### src/rtl/mode_regs_pkg.sv
// Purpose: Shared constants and types for the mode, reserved and null
//          registers at the top of the control register map.
// Assumes: Registers are 16 bits wide and addressed by a 4-bit index.
// Notes:   Offsets are register indices on the serial register port.
//
// Contract
// - Mode bit 0 set puts the analog audio test mode on.
// - Mode bit 1 set puts the analog telecom test mode on.
// - Mode bits 5..2 pick one built-in production test mode.
// - Test bits 5..0 change only while the test pin is high.
// - Any active test mode alters normal behaviour; software keeps them clear.
// - Mode bit 12 puts audio and telecom valid flags in dynamic mode.
// - Mode bit 13 set disables audio input offset cancelling.
// - Mode bits 14 and 15 are plain read/write special-function bits.
// - Register 14 is reserved: reads give zero, writes do nothing.
// - Register 15 is read-only and always returns all ones.

package mode_regs_pkg;

  // ==========================================================================
  // Register indices
  localparam logic [3:0]  ADDR_MODE_CONTROL   = 4'hD;
  localparam logic [3:0]  ADDR_RESERVED       = 4'hE;
  localparam logic [3:0]  ADDR_ALL_ONES       = 4'hF;

  // ==========================================================================
  // Mode register field positions
  localparam int          POS_AUD_TEST        = 0;
  localparam int          POS_TEL_TEST        = 1;
  localparam int          POS_PROD_LO         = 2;
  localparam int          POS_PROD_HI         = 5;
  localparam int          POS_DYN_VFLAG       = 12;
  localparam int          POS_OFF_CAN_DIS     = 13;
  localparam int          POS_SPECIAL_LO      = 14;
  localparam int          POS_SPECIAL_HI      = 15;

  // ==========================================================================
  // Masks and values
  localparam logic [15:0] MODE_RESET          = 16'h0000;
  localparam logic [15:0] MASK_TEST_BITS      = 16'h003F;
  localparam logic [15:0] MASK_FREE_BITS      = 16'hF000;
  localparam logic [15:0] ALL_ONES_VALUE      = 16'hFFFF;
  localparam logic [15:0] RESERVED_READ       = 16'h0000;
  localparam logic [15:0] UNMAPPED_READ       = 16'h0000;

  // ==========================================================================
  // Types
  typedef enum logic [1:0] {
    ACC_IDLE,
    ACC_READ,
    ACC_WRITE
  } acc_kind_t;

  typedef struct packed {
    logic [3:0]  addr;
    logic        wr;
    logic        rd;
    logic [15:0] wdata;
  } reg_req_t;

  typedef struct packed {
    logic        aud_test;
    logic        tel_test;
    logic [3:0]  prod_test_mode;
    logic        dyn_vflag_ena;
    logic        aud_off_can_dis;
    logic [1:0]  special_fn;
  } mode_ctl_t;

endpackage : mode_regs_pkg

### src/rtl/mode_bits_store.sv
// Purpose: Sixteen mode bits, each written only where its mask bit is set.
// Assumes: Synchronous active-high reset; one clock.
// Notes:   Masked-off bits hold their value on a write.

`timescale 1ns/1ps
`default_nettype none

module mode_bits_store
  import mode_regs_pkg::*;
(
  // Clock and reset
  input  wire logic        clk_sys_i,
  input  wire logic        sys_rst_i,
  // Write port
  input  wire logic        wr_en_i,
  input  wire logic [15:0] wr_mask_i,
  input  wire logic [15:0] wr_data_i,
  // Stored bits
  output logic      [15:0] bits_o
);

  logic [15:0] bits_ff;

  // ==========================================================================
  // One flip-flop per bit
  genvar gi;
  generate
    for (gi = 0; gi < 16; gi++) begin : g_bit
      always_ff @(posedge clk_sys_i) begin
        if (sys_rst_i) begin
          bits_ff[gi] <= MODE_RESET[gi];
        end else if (wr_en_i && wr_mask_i[gi]) begin
          bits_ff[gi] <= wr_data_i[gi];
        end
      end
    end
  endgenerate

  assign bits_o = bits_ff;

endmodule : mode_bits_store

`default_nettype wire

### src/rtl/mode_test_null_registers.sv
// Purpose: Mode register, reserved slot and constant all-ones register
//          behind the chip's serial register port.
// Assumes: Register requests arrive already decoded from the serial bus as
//          one-cycle strobes synchronous to clk_sys_i; test pin is synchronous.
// Notes:   Reads answer one cycle after the request; writes land at the
//          edge that takes them.

`timescale 1ns/1ps
`default_nettype none

module mode_test_null_registers
  import mode_regs_pkg::*;
(
  // Clock and reset
  input  wire logic        clk_sys_i,
  input  wire logic        sys_rst_i,
  // Register request from the serial interface
  input  wire reg_req_t    reg_req_i,
  // Test pin
  input  wire logic        test_pin_i,
  // Register answer
  output logic      [15:0] rd_data_o,
  output logic             rd_ack_o,
  output logic             wr_ack_o,
  output logic             addr_hit_o,
  output logic             test_wr_blocked_o,
  // Mode controls to the analog and codec logic
  output var mode_ctl_t    mode_ctl_o,
  output logic      [15:0] prod_test_sel_o,
  output logic             test_active_o,
  output logic             aud_dyn_vflag_o,
  output logic             tel_dyn_vflag_o,
  output logic             aud_off_can_en_o
);

  // ==========================================================================
  // Request decode
  acc_kind_t   acc_kind;
  logic        sel_mode;
  logic        sel_rsvd;
  logic        sel_ones;
  logic        sel_any;

  always_comb begin
    if (reg_req_i.wr) begin
      acc_kind = ACC_WRITE;
    end else if (reg_req_i.rd) begin
      acc_kind = ACC_READ;
    end else begin
      acc_kind = ACC_IDLE;
    end
  end

  always_comb begin
    sel_mode = 1'b0;
    sel_rsvd = 1'b0;
    sel_ones = 1'b0;
    if (reg_req_i.addr == ADDR_MODE_CONTROL) begin
      sel_mode = 1'b1;
    end else if (reg_req_i.addr == ADDR_RESERVED) begin
      sel_rsvd = 1'b1;
    end else if (reg_req_i.addr == ADDR_ALL_ONES) begin
      sel_ones = 1'b1;
    end
  end

  assign sel_any = sel_mode | sel_rsvd | sel_ones;

  // ==========================================================================
  // Mode register write gating
  // Test bits are guarded by the pin so stray software writes can never
  // knock a shipped part into test mode; undefined bits have no storage
  // enable at all, so they stay zero forever.
  logic        mode_wr_en;
  logic [15:0] mode_wr_mask;
  logic [15:0] mode_bits;
  logic        test_bits_touched;

  assign mode_wr_en = (acc_kind == ACC_WRITE) && sel_mode;

  always_comb begin
    mode_wr_mask = MASK_FREE_BITS;
    if (test_pin_i) begin
      mode_wr_mask = MASK_FREE_BITS | MASK_TEST_BITS;
    end
  end

  // A write that tries to change a test bit while the pin is low
  assign test_bits_touched =
    |((reg_req_i.wdata ^ mode_bits) & MASK_TEST_BITS);

  mode_bits_store u_mode_bits (
    .clk_sys_i (clk_sys_i),
    .sys_rst_i (sys_rst_i),
    .wr_en_i   (mode_wr_en),
    .wr_mask_i (mode_wr_mask),
    .wr_data_i (reg_req_i.wdata),
    .bits_o    (mode_bits)
  );

  // ==========================================================================
  // Read data selection
  logic [15:0] nxt_rd_data;
  logic [15:0] mode_readback;

  // Undefined bits have no flip-flop enable, but mask anyway for safety
  assign mode_readback = mode_bits & (MASK_FREE_BITS | MASK_TEST_BITS);

  always_comb begin
    nxt_rd_data = UNMAPPED_READ;
    if (sel_mode) begin
      nxt_rd_data = mode_readback;
    end else if (sel_rsvd) begin
      nxt_rd_data = RESERVED_READ;
    end else if (sel_ones) begin
      nxt_rd_data = ALL_ONES_VALUE;
    end
  end

  // ==========================================================================
  // Read answer
  logic [15:0] rd_data_ff;
  logic        rd_ack_ff;

  always_ff @(posedge clk_sys_i) begin
    if (sys_rst_i) begin
      rd_data_ff <= UNMAPPED_READ;
      rd_ack_ff  <= 1'b0;
    end else begin
      rd_ack_ff <= (acc_kind == ACC_READ);
      if (acc_kind == ACC_READ) begin
        rd_data_ff <= nxt_rd_data;
      end
    end
  end

  assign rd_data_o = rd_data_ff;
  assign rd_ack_o  = rd_ack_ff;

  // ==========================================================================
  // Write answer and status
  // Writes to register 15 and 14 are acknowledged but discarded, so the
  // controller never stalls on a read-only slot.
  logic        wr_ack_ff;
  logic        addr_hit_ff;
  logic        test_wr_blocked_ff;

  always_ff @(posedge clk_sys_i) begin
    if (sys_rst_i) begin
      wr_ack_ff <= 1'b0;
    end else begin
      wr_ack_ff <= (acc_kind == ACC_WRITE);
    end
  end

  always_ff @(posedge clk_sys_i) begin
    if (sys_rst_i) begin
      addr_hit_ff <= 1'b0;
    end else begin
      addr_hit_ff <= (acc_kind != ACC_IDLE) && sel_any;
    end
  end

  always_ff @(posedge clk_sys_i) begin
    if (sys_rst_i) begin
      test_wr_blocked_ff <= 1'b0;
    end else begin
      test_wr_blocked_ff <= mode_wr_en && !test_pin_i
                            && test_bits_touched;
    end
  end

  assign wr_ack_o          = wr_ack_ff;
  assign addr_hit_o        = addr_hit_ff;
  assign test_wr_blocked_o = test_wr_blocked_ff;

  // ==========================================================================
  // Field split toward the analog and codec blocks
  always_comb begin
    mode_ctl_o.aud_test        = mode_bits[POS_AUD_TEST];
    mode_ctl_o.tel_test        = mode_bits[POS_TEL_TEST];
    mode_ctl_o.prod_test_mode  = mode_bits[POS_PROD_HI:POS_PROD_LO];
    mode_ctl_o.dyn_vflag_ena   = mode_bits[POS_DYN_VFLAG];
    mode_ctl_o.aud_off_can_dis = mode_bits[POS_OFF_CAN_DIS];
    mode_ctl_o.special_fn      =
      mode_bits[POS_SPECIAL_HI:POS_SPECIAL_LO];
  end

  // ==========================================================================
  // Production test decode
  // Code 0 means no production test; each other code drives one select
  // line so the test logic needs no local decoder.
  logic [3:0] prod_code;

  assign prod_code = mode_bits[POS_PROD_HI:POS_PROD_LO];

  genvar gs;
  generate
    for (gs = 0; gs < 16; gs++) begin : g_prod_sel
      if (gs == 0) begin : g_none
        assign prod_test_sel_o[gs] = 1'b0;
      end else begin : g_code
        assign prod_test_sel_o[gs] = (prod_code == 4'(gs));
      end
    end
  endgenerate

  // ==========================================================================
  // Functional alteration flag
  // Downstream logic uses this to leave normal operation; it is only a
  // summary, the individual selects above still steer each test.
  assign test_active_o = mode_bits[POS_AUD_TEST]
                         | mode_bits[POS_TEL_TEST]
                         | (prod_code != 4'h0);

  // ==========================================================================
  // Valid flag mode and offset cancelling
  // One bit moves both flags so the two codecs can never disagree.
  assign aud_dyn_vflag_o  = mode_bits[POS_DYN_VFLAG];
  assign tel_dyn_vflag_o  = mode_bits[POS_DYN_VFLAG];
  assign aud_off_can_en_o = !mode_bits[POS_OFF_CAN_DIS];

endmodule : mode_test_null_registers

`default_nettype wire

### config.mk
export PLATFORM = sky130hd
export DESIGN_NAME = mode_test_null_registers
export DESIGN_NICKNAME = d
export VERILOG_FILES = /design/src/rtl/mode_regs_pkg.sv /design/src/rtl/mode_bits_store.sv /design/src/rtl/mode_test_null_registers.sv
export SDC_FILE = /design/constraint.sdc
export NUM_CORES = 1
export LEC_CHECK = 0
export BUFFER_PORTS_ARGS = -buffer_cell sky130_fd_sc_hd__buf_4
export CAP_MARGIN = 30
export CORE_MARGIN = 2
export CORE_UTILIZATION = 37
export CTS_CLUSTER_SIZE = 30
export DETAILED_ROUTE_END_ITERATION = 10
export GPL_ROUTABILITY_DRIVEN = 0
export GPL_TIMING_DRIVEN = 0
export PLACE_DENSITY = 0.65
export RECOVER_POWER = 100
export SLEW_MARGIN = 20
export SYNTH_ARGS = -nofsm -noshare
export SYNTH_HDL_FRONTEND = slang
export SYNTH_HIERARCHICAL = 1
export SYNTH_SLANG_ARGS = --single-unit
### constraint.sdc
create_clock -name clk_sys_i -period 2 [get_ports clk_sys_i]
set_input_delay 0.3 -clock clk_sys_i [delete_from_list [all_inputs] [get_ports clk_sys_i]]
set_output_delay 0.3 -clock clk_sys_i [all_outputs]
set_load 0.03 [all_outputs]
==> key figures, run 1 <==
Worst setup path
  • Critical Path Max Stage Delay: 0.33 ns
  • Crit path DAT: about 1.5 ns
  • CP Launch Type: flop
  • Buf+Inv Stages, Crit Path: 2
  • CP top delay family: buffers and inverters
  • Worst path slowest cell: dfxtp_1
  • CP Class: reg -> out
  • Crit-path cells: buf_2 -> nand2b_1 -> nor3_1 -> clkbuf_1
  • Critical Path RT: 1.70 ns
  • CP Max Fanout: 9
  • Endpoint type of the worst setup path: primary output

Timing
  • Pins over their slew limit: 0
  • Final setup fails: 0
  • Shortest period the worst path allows: approximately 1.8 ns
  • Clock skew: roughly 0.0028 ns
  • RSZ-0062 raised after global routing: false
  • Fmax: 0.5567 GHz
  • Fin. Hold Viols: 0
  • Setup TNS: 0 ns
  • Slew HR: 0.5598
  • Tcrit/Tclk final: 0.8981
  • Slew at the pin with the worst max-slew slack: approximately 0.66 ns

Route
  • Drt first-iter violations: 47
  • Routed len/inst: 12.26 um
  • Drt drc: 0
  • Detailed Route WL: 3.456 mm
  • First-pass detailed-route iteration total: 4
  • Post-DRT Antenna Nets: 0
  • Vias after detailed routing: 1,272
  • Avg Vias per Cell: 4.511

Power
  • Total power: 938.9 uW
  • Worst VDD drop: 204.1 uV
  • PwrDens: 502.3 nW/um^2
  • Static leakage: 0.0007395 uW

Floorplan
  • Die width: 65.46 um
  • Initial Utilization: 0.3846
  • # IOs: 75
  • Num rows: 22
  • Core area: 3633 sq um
  • Die Area: 4285 sq um
  • Vert. Die Dim: 65.46 um

Synthesis
  • Warnings from Yosys: 6
  • Syn Area/Cell: about 9 sq um
  • Post-Syn Instances: 156
  • Post-Syn Area: 1398 sq um

Place
  • PortBufs: 67
  • Placed insts: ~280
  • HPWL after detailed placement: approximately 2.7 mm
  • Area post-placement: 1987 sq um

Global routing
  • Total global-route track usage: 0.1622
  • Total grt overflow: 0
  • Gr busiest metal: met2
  • First-pass GRT wire length: around 5.5 mm
  • Largest net degree at the start of global routing: 14
  • Global-route met2 utilization: 0.2589
  • Grt met1 use: 0.2243
  • Vias in the first global route: 1,155
  • Met3 GRT Util: 0.01712
  • Antenna violations before repair: 0

Clock tree
  • Hold Buf Count CTS: 0
  • CTS clock-pin slew for the worst setup and hold paths: roughly 0.090 ns
  • Postcts setup bufs: 0
  • TritonCTS buffer count: 3
  • CTS Buffer Depth: 2
  • CTS tree: yes
  • H-tree Lvls: 1
  • Clk Tree Root Cell: clkbuf_8
  • Clk sink count: 25
  • Resized cells post-CTS: 0
  • Worst-skew pair later-pin latency: 0.26 ns

Finish
  • Final core occ: 0.5145
  • # fillers: 409
  • Register area: 500.5 sq um
  • Inserted Diodes: 0
  • Finished Cell Area: 1869 sq um
  • Multi-input combinational cell area: 753.2 sq um
  • Area Overhead vs Synth: 33.75%
  • Share of cells above drive strength 1: 0.3248
  • Non-filler cells, final: 282
  • Final nets: 260

Worst hold path
  • HP Class: in -> reg

Flow run
  • # Max-Cap Violations: 0

Status
  • Status: finished clean
==> final cells by class <==
type | count | area share
Inverter | 1 | 0.002008
Timing Repair Buffer | 67 | 0.1928
Clock buffer | 4 | 0.02410
Sequential cell | 25 | 0.2677
Multi-Input combinational cell | 115 | 0.4029
Tap cell | 48 | 0.03213
Buffer | 22 | 0.07831
==> routing by layer <==
| metal | wire length (um) | part of all wire |
|---|---|---|
| met2 | 1591 | 0.46 |
| met3 | 141 | 0.041 |
| met5 | 0 | 0 |
| met1 | 1696 | 0.49 |
| met4 | 27 | 0.0078 |
==> worst reg2reg max path, stage by stage, from the launching register on <==
cell     delay, ns
dfxtp_1       0.36
buf_2         0.22
xnor2_1       0.14
nand4_1       0.11
o211a_1       0.21
==> where the power goes <==
part / internal [uW] / switching, uW / total, uW
sequential: 504 / 3.48 / 507
combinational: 54.1 / 81.2 / 135
clock: 142 / 154 / 297
total: 700 / 239 / 939
==> layout by cell type (no fill, tap or decap), types with 8 or more instances in the layout <==
cell type,instances
clkbuf_4,8
a21oi_2,14
nor2_1,12
nand3_1,10
o211ai_2,9
buf_4,30
dfxtp_1,25
conb_1,9
nand2_1,16
clkbuf_1,43
a21bo_1,8
==> sequential cells by signal (all words and copies together), names as in the netlist <==
| name | count |
|---|---|
| u_mode_bits/bits_o | 10 |
| test_wr_blocked_o | 1 |
| addr_hit_o | 1 |
| rd_ack_o | 1 |
| rd_data_o | 11 |
| wr_ack_o | 1 |
==> stage by stage <==
step	hold slack (ns)	worst slack, ns
3_5_place_dp	0.4519	0.5448
6_report	0.2466	0.2038
3_3_place_gp	0.4505	0.5400
5_1_grt	0.2312	0.1141
4_1_cts	0.2387	0.3381
2_1_floorplan	0.3624	0.1827
==> worst paths after layout <==
path | cells past startpoint | to | start | slack, ns
worst max-delay path | 4 | prod_test_sel_o[4] | u_mode_bits/bits_o[5] | 0.20
worst min-delay path | 2 | rd_data_o[2] | sys_rst_i | 0.25
worst max register to register | 4 | test_wr_blocked_o | u_mode_bits/bits_o[2] | 0.86
worst min register to register | 2 | rd_data_o[15] | rd_data_o[15] | 0.46
Note: power is estimated with default switching activity, not from simulation.
==> run 2, diff against run 1 <==
--- a/config.mk
+++ b/config.mk
@@ -5,15 +5,18 @@
 export SDC_FILE = /design/constraint.sdc
 export NUM_CORES = 1
 export LEC_CHECK = 0
+export ABC_CLOCK_PERIOD_IN_PS = 2000
 export BUFFER_PORTS_ARGS = -buffer_cell sky130_fd_sc_hd__buf_4
 export CAP_MARGIN = 30
+export CELL_PAD_IN_SITES_DETAIL_PLACEMENT = 0
+export CELL_PAD_IN_SITES_GLOBAL_PLACEMENT = 1
 export CORE_MARGIN = 2
-export CORE_UTILIZATION = 37
+export CORE_UTILIZATION = 36
 export CTS_CLUSTER_SIZE = 30
 export DETAILED_ROUTE_END_ITERATION = 10
 export GPL_ROUTABILITY_DRIVEN = 0
 export GPL_TIMING_DRIVEN = 0
-export PLACE_DENSITY = 0.65
+export PLACE_DENSITY_LB_ADDON = 0.1
 export RECOVER_POWER = 100
 export SLEW_MARGIN = 20
 export SYNTH_ARGS = -nofsm -noshare
==> run 2 against run 1 <==
Die area rose by 2.6%. Clock power hardly changed. Sequential power hardly changed. Worst setup slack improved by 0.0081 ns. Combinational power about the same. Total power about the same. Final cell count unchanged. Maximum frequency increased by 0.45%. Clock skew up 0.0014 ns. Non-clock buffer count is the same. Critical path depth unchanged. Via count increased by 3.6%. Critical path type unchanged. Critical endpoint is now prod_test_sel_o[12]. Highest routed layer unchanged.
==> key figures, run 2 (synthesis gave the netlist of run 1 again) <==
Status
  • Status: finished clean (unchanged)

Clock tree
  • H-tree Lvls: 1 (unchanged)
  • CTS clock-pin slew for the worst setup and hold paths: 0.09 ns (about the same)
  • Clk sink count: 25 (unchanged)
  • Worst-skew pair later-pin latency: 0.26 ns (about the same)
  • CTS Buffer Depth: 2 (unchanged)
  • Postcts setup bufs: 0 (unchanged)
  • Resized cells post-CTS: 0 (unchanged)
  • Clk Tree Root Cell: clkbuf_8 (unchanged)
  • Hold Buf Count CTS: 0 (unchanged)
  • CTS tree: yes (unchanged)
  • TritonCTS buffer count: 3 (unchanged)

Finish
  • Inserted Diodes: 0 (unchanged)
  • Leading cell type in the layout, fill and taps excluded: clkbuf_1 (unchanged)
  • Share of cells above drive strength 1: 0.3120 (was 0.3248)
  • Final nets: 260 (unchanged)
  • Multi-input combinational cell area: 742.0 sq um (was 753.2 sq um)
  • Area Overhead vs Synth: 32.41% (was 33.75%)
  • Register area: 500.5 sq um (unchanged)
  • # fillers: 431 (was 409)
  • Number of flip-flops in the largest register: 11 (unchanged)
  • Most frequent cells in the layout: 43 x clkbuf_1, 27 x buf_4, 25 x dfxtp_1 (was 43 x clkbuf_1, 30 x buf_4, 25 x dfxtp_1)

Worst setup path
  • CP Max Fanout: 9 (unchanged)
  • Crit path DAT: 1.49 ns (was 1.50 ns)
  • CP Launch Type: flop (unchanged)
  • CP Class: reg -> out (unchanged)
  • Critical Path RT: 1.70 ns (about the same)
  • Endpoint type of the worst setup path: primary output (unchanged)
  • R2R depth: 4 (unchanged)

Floorplan
  • Die Area: 4396 sq um (was 4285 sq um)
  • Core area: 3689 sq um (was 3633 sq um)
  • Num rows: 22 (unchanged)
  • Die width: 66.31 um (was 65.46 um)
  • Vert. Die Dim: 66.31 um (was 65.46 um)
  • Initial Utilization: 0.3789 (was 0.3846)
  • # IOs: 75 (unchanged)

Power
  • Total power: 938.0 uW (was 938.9 uW)
  • PwrDens: 506.9 nW/um^2 (was 502.3 nW/um^2)
  • Static leakage: 0.0007365 uW (was 0.0007395 uW)
  • Worst VDD drop: 223.3 uV (was 204.1 uV)

Global routing
  • Antenna violations before repair: 0 (unchanged)
  • Total grt overflow: 0 (unchanged)
  • Global-route met2 utilization: 0.2788 (was 0.2589)
  • First-pass GRT wire length: 5.368 mm (was 5.451 mm)
  • Total global-route track usage: 0.1576 (was 0.1622)
  • Met3 GRT Util: 0.02896 (was 0.01712)
  • Grt met1 use: 0.1957 (was 0.2243)
  • Gr busiest metal: met2 (unchanged)
  • Largest net degree at the start of global routing: 15 (was 14)
  • Vias in the first global route: 1,189 (was 1,155)

Timing
  • Min Hold Slack: 0.2497 ns (was 0.2466 ns)
  • Fmax: 0.5592 GHz (was 0.5567 GHz)
  • Setup TNS: 0 ns (unchanged)
  • Shortest period the worst path allows: 1.788 ns (was 1.796 ns)
  • Fin. Hold Viols: 0 (unchanged)
  • RSZ-0062 raised after global routing: false (unchanged)
  • Slew HR: 0.5945 (was 0.5598)
  • Tcrit/Tclk final: 0.8941 (was 0.8981)
  • Slew at the pin with the worst max-slew slack: 0.6083 ns (was 0.6603 ns)
  • Final setup fails: 0 (unchanged)
  • Clock skew: 0.004223 ns (was 0.002787 ns)
  • Pins over their slew limit: 0 (unchanged)

Worst hold path
  • Hold Path Cell Cnt: 2 (unchanged)
  • HP Class: in -> reg (unchanged)

Place
  • PortBufs: 67 (unchanged)
  • HPWL after detailed placement: 2.756 mm (was 2.686 mm)

Route
  • Routed len/inst: 12.43 um (was 12.26 um)
  • Post-DRT Antenna Nets: 0 (unchanged)
  • Vias after detailed routing: 1,318 (was 1,272)
  • Drt first-iter violations: 43 (was 47)
  • First-pass detailed-route iteration total: 4 (unchanged)
  • Detailed Route WL: 3.504 mm (was 3.456 mm)
  • Avg Vias per Cell: 4.674 (was 4.511)
  • Drt drc: 0 (unchanged)

Flow run
  • # Max-Cap Violations: 0 (unchanged)
run 2: worst max-delay path, cell delays in order, from the launching register on:
cell	delay, ns
dfxtp_1	0.37
buf_2	0.24
nand2_1	0.13
nor3_1	0.15
clkbuf_1	0.33
run 2: path summary, 6_finish.rpt:
| check | start | slack [ns] | to |
|---|---|---|---|
| worst max-delay path | u_mode_bits/bits_o[5] | 0.21 | prod_test_sel_o[12] |
| worst min-delay path | sys_rst_i | 0.25 | rd_data_o[2] |
| worst max register to register | u_mode_bits/bits_o[5] | 0.83 | test_wr_blocked_o |
| worst min register to register | rd_data_o[15] | 0.47 | rd_data_o[15] |
run 2: area by class of cell:
class                      count  area share
sequential                    25      0.2705
tap                           48     0.03245
clock buffer                   3     0.02231
inverter                       1    0.002028
multi-input combinational    115      0.4009
clock inverter                 1    0.002705
timing repair buffer          67      0.1900
buffer                        22     0.07911
run 2: report_power, final:
group | total, uW | internal, uW | switching, uW | leakage, uW
logic | 134 | 53.1 | 80.6 | 0.000509
clock network | 297 | 139 | 158 | 0.0000255
registers | 507 | 504 | 3.38 | 0.000202
run 2: per-layer routing:
| layer | wire length [um] | part of all wire |
|---|---|---|
| met1 | 1596 | 0.46 |
| met2 | 1746 | 0.50 |
| met3 | 145 | 0.041 |
| met4 | 17 | 0.0049 |
| met5 | 0 | 0 |
run 2: metrics by stage:
| stage | cell area [sq um] | std cells | utilization | setup WS, ns |
|---|---|---|---|---|
| floorplan | 1424 | 163 | - | 0.1827 |
| global placement | 1987 | 278 | 0.5387 | 0.5548 |
| detailed placement | 1987 | 278 | 0.5387 | 0.5069 |
| CTS | 2033 | 282 | 0.5512 | 0.3095 |
| global route | 1851 | 282 | 0.5017 | 0.1115 |
| finish | 1851 | 282 | 0.5017 | 0.2118 |
==> run 3, diff against run 2 <==
--- a/config.mk
+++ b/config.mk
@@ -6,14 +6,14 @@
 export NUM_CORES = 1
 export LEC_CHECK = 0
 export ABC_CLOCK_PERIOD_IN_PS = 2000
-export BUFFER_PORTS_ARGS = -buffer_cell sky130_fd_sc_hd__buf_4
 export CAP_MARGIN = 30
 export CELL_PAD_IN_SITES_DETAIL_PLACEMENT = 0
 export CELL_PAD_IN_SITES_GLOBAL_PLACEMENT = 1
 export CORE_MARGIN = 2
-export CORE_UTILIZATION = 36
+export CORE_UTILIZATION = 37
 export CTS_CLUSTER_SIZE = 30
 export DETAILED_ROUTE_END_ITERATION = 10
+export DONT_BUFFER_PORTS = 1
 export GPL_ROUTABILITY_DRIVEN = 0
 export GPL_TIMING_DRIVEN = 0
 export PLACE_DENSITY_LB_ADDON = 0.1
==> run 3 against run 2 <==
Final cell count fell by 24%. Largest cell class unchanged. Highest routed layer unchanged. Sequential share of layout area rose by 5.3 points. Largest power group unchanged. Worst setup slack got worse by 0.13 ns.
==> key figures, run 3 (synthesis gave the netlist of run 1 again) <==
Status
  • Status: finished clean (unchanged)

Clock tree
  • CTS Buffer Depth: 2 (unchanged)
  • CTS clock-pin slew for the worst setup and hold paths: 0.08 ns (was 0.09 ns)
  • CTS tree: yes (unchanged)
  • Worst-skew pair later-pin latency: 0.26 ns (about the same)
  • Hold Buf Count CTS: 0 (unchanged)
  • Postcts setup bufs: 0 (unchanged)
  • Clk Tree Root Cell: clkbuf_8 (unchanged)
  • Clk sink count: 25 (unchanged)
  • H-tree Lvls: 1 (unchanged)
  • TritonCTS buffer count: 3 (unchanged)

Route
  • Vias after detailed routing: 1,061 (was 1,318)
  • Detailed Route WL: 3.267 mm (was 3.504 mm)
  • First-pass detailed-route iteration total: 4 (unchanged)
  • Post-DRT Antenna Nets: 0 (unchanged)
  • Drt first-iter violations: 20 (was 43)
  • Avg Vias per Cell: 4.935 (was 4.674)
  • Routed len/inst: 15.20 um (was 12.43 um)
  • Drt drc: 0 (unchanged)

Power
  • Static leakage: 0.0005016 uW (was 0.0007365 uW)
  • Worst VDD drop: 209.8 uV (was 223.3 uV)
  • PwrDens: 569.9 nW/um^2 (was 506.9 nW/um^2)
  • Combinational share of power: 0.085 (was 0.143)
  • Clock power share: 0.331 (was 0.317)
  • Part of the power in registers: 0.585 (was 0.541)
  • Net Sw Power: 217.9 uW (was 242.2 uW)
  • Sw Ratio: 0.2446 (was 0.2582)
  • Internal power: 672.7 uW (was 695.8 uW)
  • Total power: 890.6 uW (was 938.0 uW)

Timing
  • Min Hold Slack: 0.08860 ns (was 0.2497 ns)
  • Clock skew: 0.001577 ns (was 0.004223 ns)
  • Tcrit/Tclk final: 0.9571 (was 0.8941)
  • Fmax: 0.5224 GHz (was 0.5592 GHz)
  • Slew at the pin with the worst max-slew slack: 0.5408 ns (was 0.6083 ns)
  • Final setup fails: 0 (unchanged)
  • Slew HR: 0.6395 (was 0.5945)
  • Fin. Hold Viols: 0 (unchanged)
  • RSZ-0062 raised after global routing: false (unchanged)
  • Pins over their slew limit: 0 (unchanged)
  • Shortest period the worst path allows: 1.914 ns (was 1.788 ns)

Worst setup path
  • Worst path slowest cell: dfxtp_2 (was dfxtp_1)
  • Endpoint type of the worst setup path: primary output (unchanged)
  • CP Max Fanout: 9 (unchanged)
  • Crit path DAT: 1.61 ns (was 1.49 ns)
  • CP Class: reg -> out (unchanged)
  • CP top delay family: simple AND/OR/NAND/NOR gates (was buffers and inverters)
  • CP Launch Type: flop (unchanged)
  • Critical Path RT: 1.70 ns (about the same)
  • Critical Path Max Stage Delay: 0.44 ns (was 0.37 ns)
  • Buf+Inv Stages, Crit Path: 1 (was 2)
  • Crit-path cells: clkbuf_4 -> nand2_1 -> nor3_4 (was buf_2 -> nand2_1 -> nor3_1 -> clkbuf_1)
  • Critical Path Stages: 3 (was 4)
  • R2R depth: 4 (unchanged)

Floorplan
  • Die Area: 4285 sq um (was 4396 sq um)
  • Core area: 3633 sq um (was 3689 sq um)
  • Die width: 65.46 um (was 66.31 um)
  • Vert. Die Dim: 65.46 um (was 66.31 um)
  • # IOs: 75 (unchanged)
  • Num rows: 22 (unchanged)
  • Initial Utilization: 0.3846 (was 0.3789)

Finish
  • Multi-input combinational cell area: 818.3 sq um (was 742.0 sq um)
  • Inserted Diodes: 0 (unchanged)
  • Most frequent cells in the layout: 21 x dfxtp_1, 16 x nand2_1, 12 x clkbuf_1, 12 x a21oi_2, 10 x nand3_1 (was 43 x clkbuf_1, 27 x buf_4, 25 x dfxtp_1)
  • Number of flip-flops in the largest register: 11 (unchanged)
  • Final nets: 193 (was 260)
  • Share of cells above drive strength 1: 0.3234 (was 0.3120)
  • # fillers: 411 (was 431)
  • Area Overhead vs Synth: 11.82% (was 32.41%)
  • Register area: 505.5 sq um (was 500.5 sq um)
  • Leading cell type in the layout, fill and taps excluded: dfxtp_1 (was clkbuf_1)

Global routing
  • Largest net degree at the start of global routing: 14 (was 15)
  • Antenna violations before repair: 0 (unchanged)
  • Total grt overflow: 0 (unchanged)
  • Total global-route track usage: 0.1483 (was 0.1576)
  • First-pass GRT wire length: 4.905 mm (was 5.368 mm)
  • Vias in the first global route: 990 (was 1,189)

Worst hold path
  • HP Class: in -> reg (unchanged)
  • Hold Path Cell Cnt: 1 (was 2)

Place
  • HPWL after detailed placement: 2.342 mm (was 2.756 mm)
  • PortBufs: 0 (was 67)

Flow run
  • # Max-Cap Violations: 0 (unchanged)
-- run 3: worst reg2reg max path, stage by stage, from the launching register on --
cell	delay, ns
dfxtp_2	0.44
clkbuf_4	0.29
xnor2_1	0.14
nand4_1	0.11
o211a_1	0.21
-- run 3: stage by stage --
| stage | setup TNS (ns) | cells | setup WS, ns | instance area [sq um] | utilization |
|---|---|---|---|---|---|
| floorplan | 0 | 163 | 0.1827 | 1424 | - |
| global placement | 0 | 211 | 0.05658 | 1484 | 0.4084 |
| detailed placement | 0 | 211 | 0.05352 | 1484 | 0.4084 |
| CTS | -1.273 | 215 | -0.2429 | 1536 | 0.4229 |
| global route | 0 | 215 | 0.02525 | 1563 | 0.4301 |
| finish | 0 | 215 | 0.08571 | 1563 | 0.4301 |
-- run 3: worst paths after layout --
path | start | endpoint | slack, ns
setup / recovery | u_mode_bits/bits_o[2] | prod_test_sel_o[3] | 0.09
hold / removal | sys_rst_i | rd_data_o[2] | 0.09
setup reg to reg | u_mode_bits/bits_o[2] | test_wr_blocked_o | 0.70
hold reg to reg | rd_data_o[15] | rd_data_o[15] | 0.60
-- run 3: metal layers --
layer	wire length, um	track usage	up-vias
li1	-	-	544
met1	1424	0.2053	485
met3	205	0.03938	2
met5	0	0	-
met4	17	0.04688	0
met2	1620	0.2245	30
-- run 3: timing repair --
item | CTS | global route
setup endpoints to repair | 12 | 15
pin swaps | 0 | 3
resized for setup | 2 | 36
-- run 3: final cells by class --
cell class | instances | share of cell area
clock buffers | 4 | 0.02882
inverters | 1 | 0.002402
well taps | 48 | 0.03843
plain buffers | 22 | 0.08327
multi-input cells | 115 | 0.5236
flip-flops and latches | 25 | 0.3235
-- run 3: power groups by stage --
stage | Sequential [uW] | Combinational, uW | Clock [uW]
CTS | 521 | 79.8 | 307
global placement | 533 | 78.8 | 0
floorplan | 531 | 69.5 | 0
detailed placement | 533 | 79.0 | 0
finish | 521 | 75.4 | 294
global route | 522 | 82.3 | 324
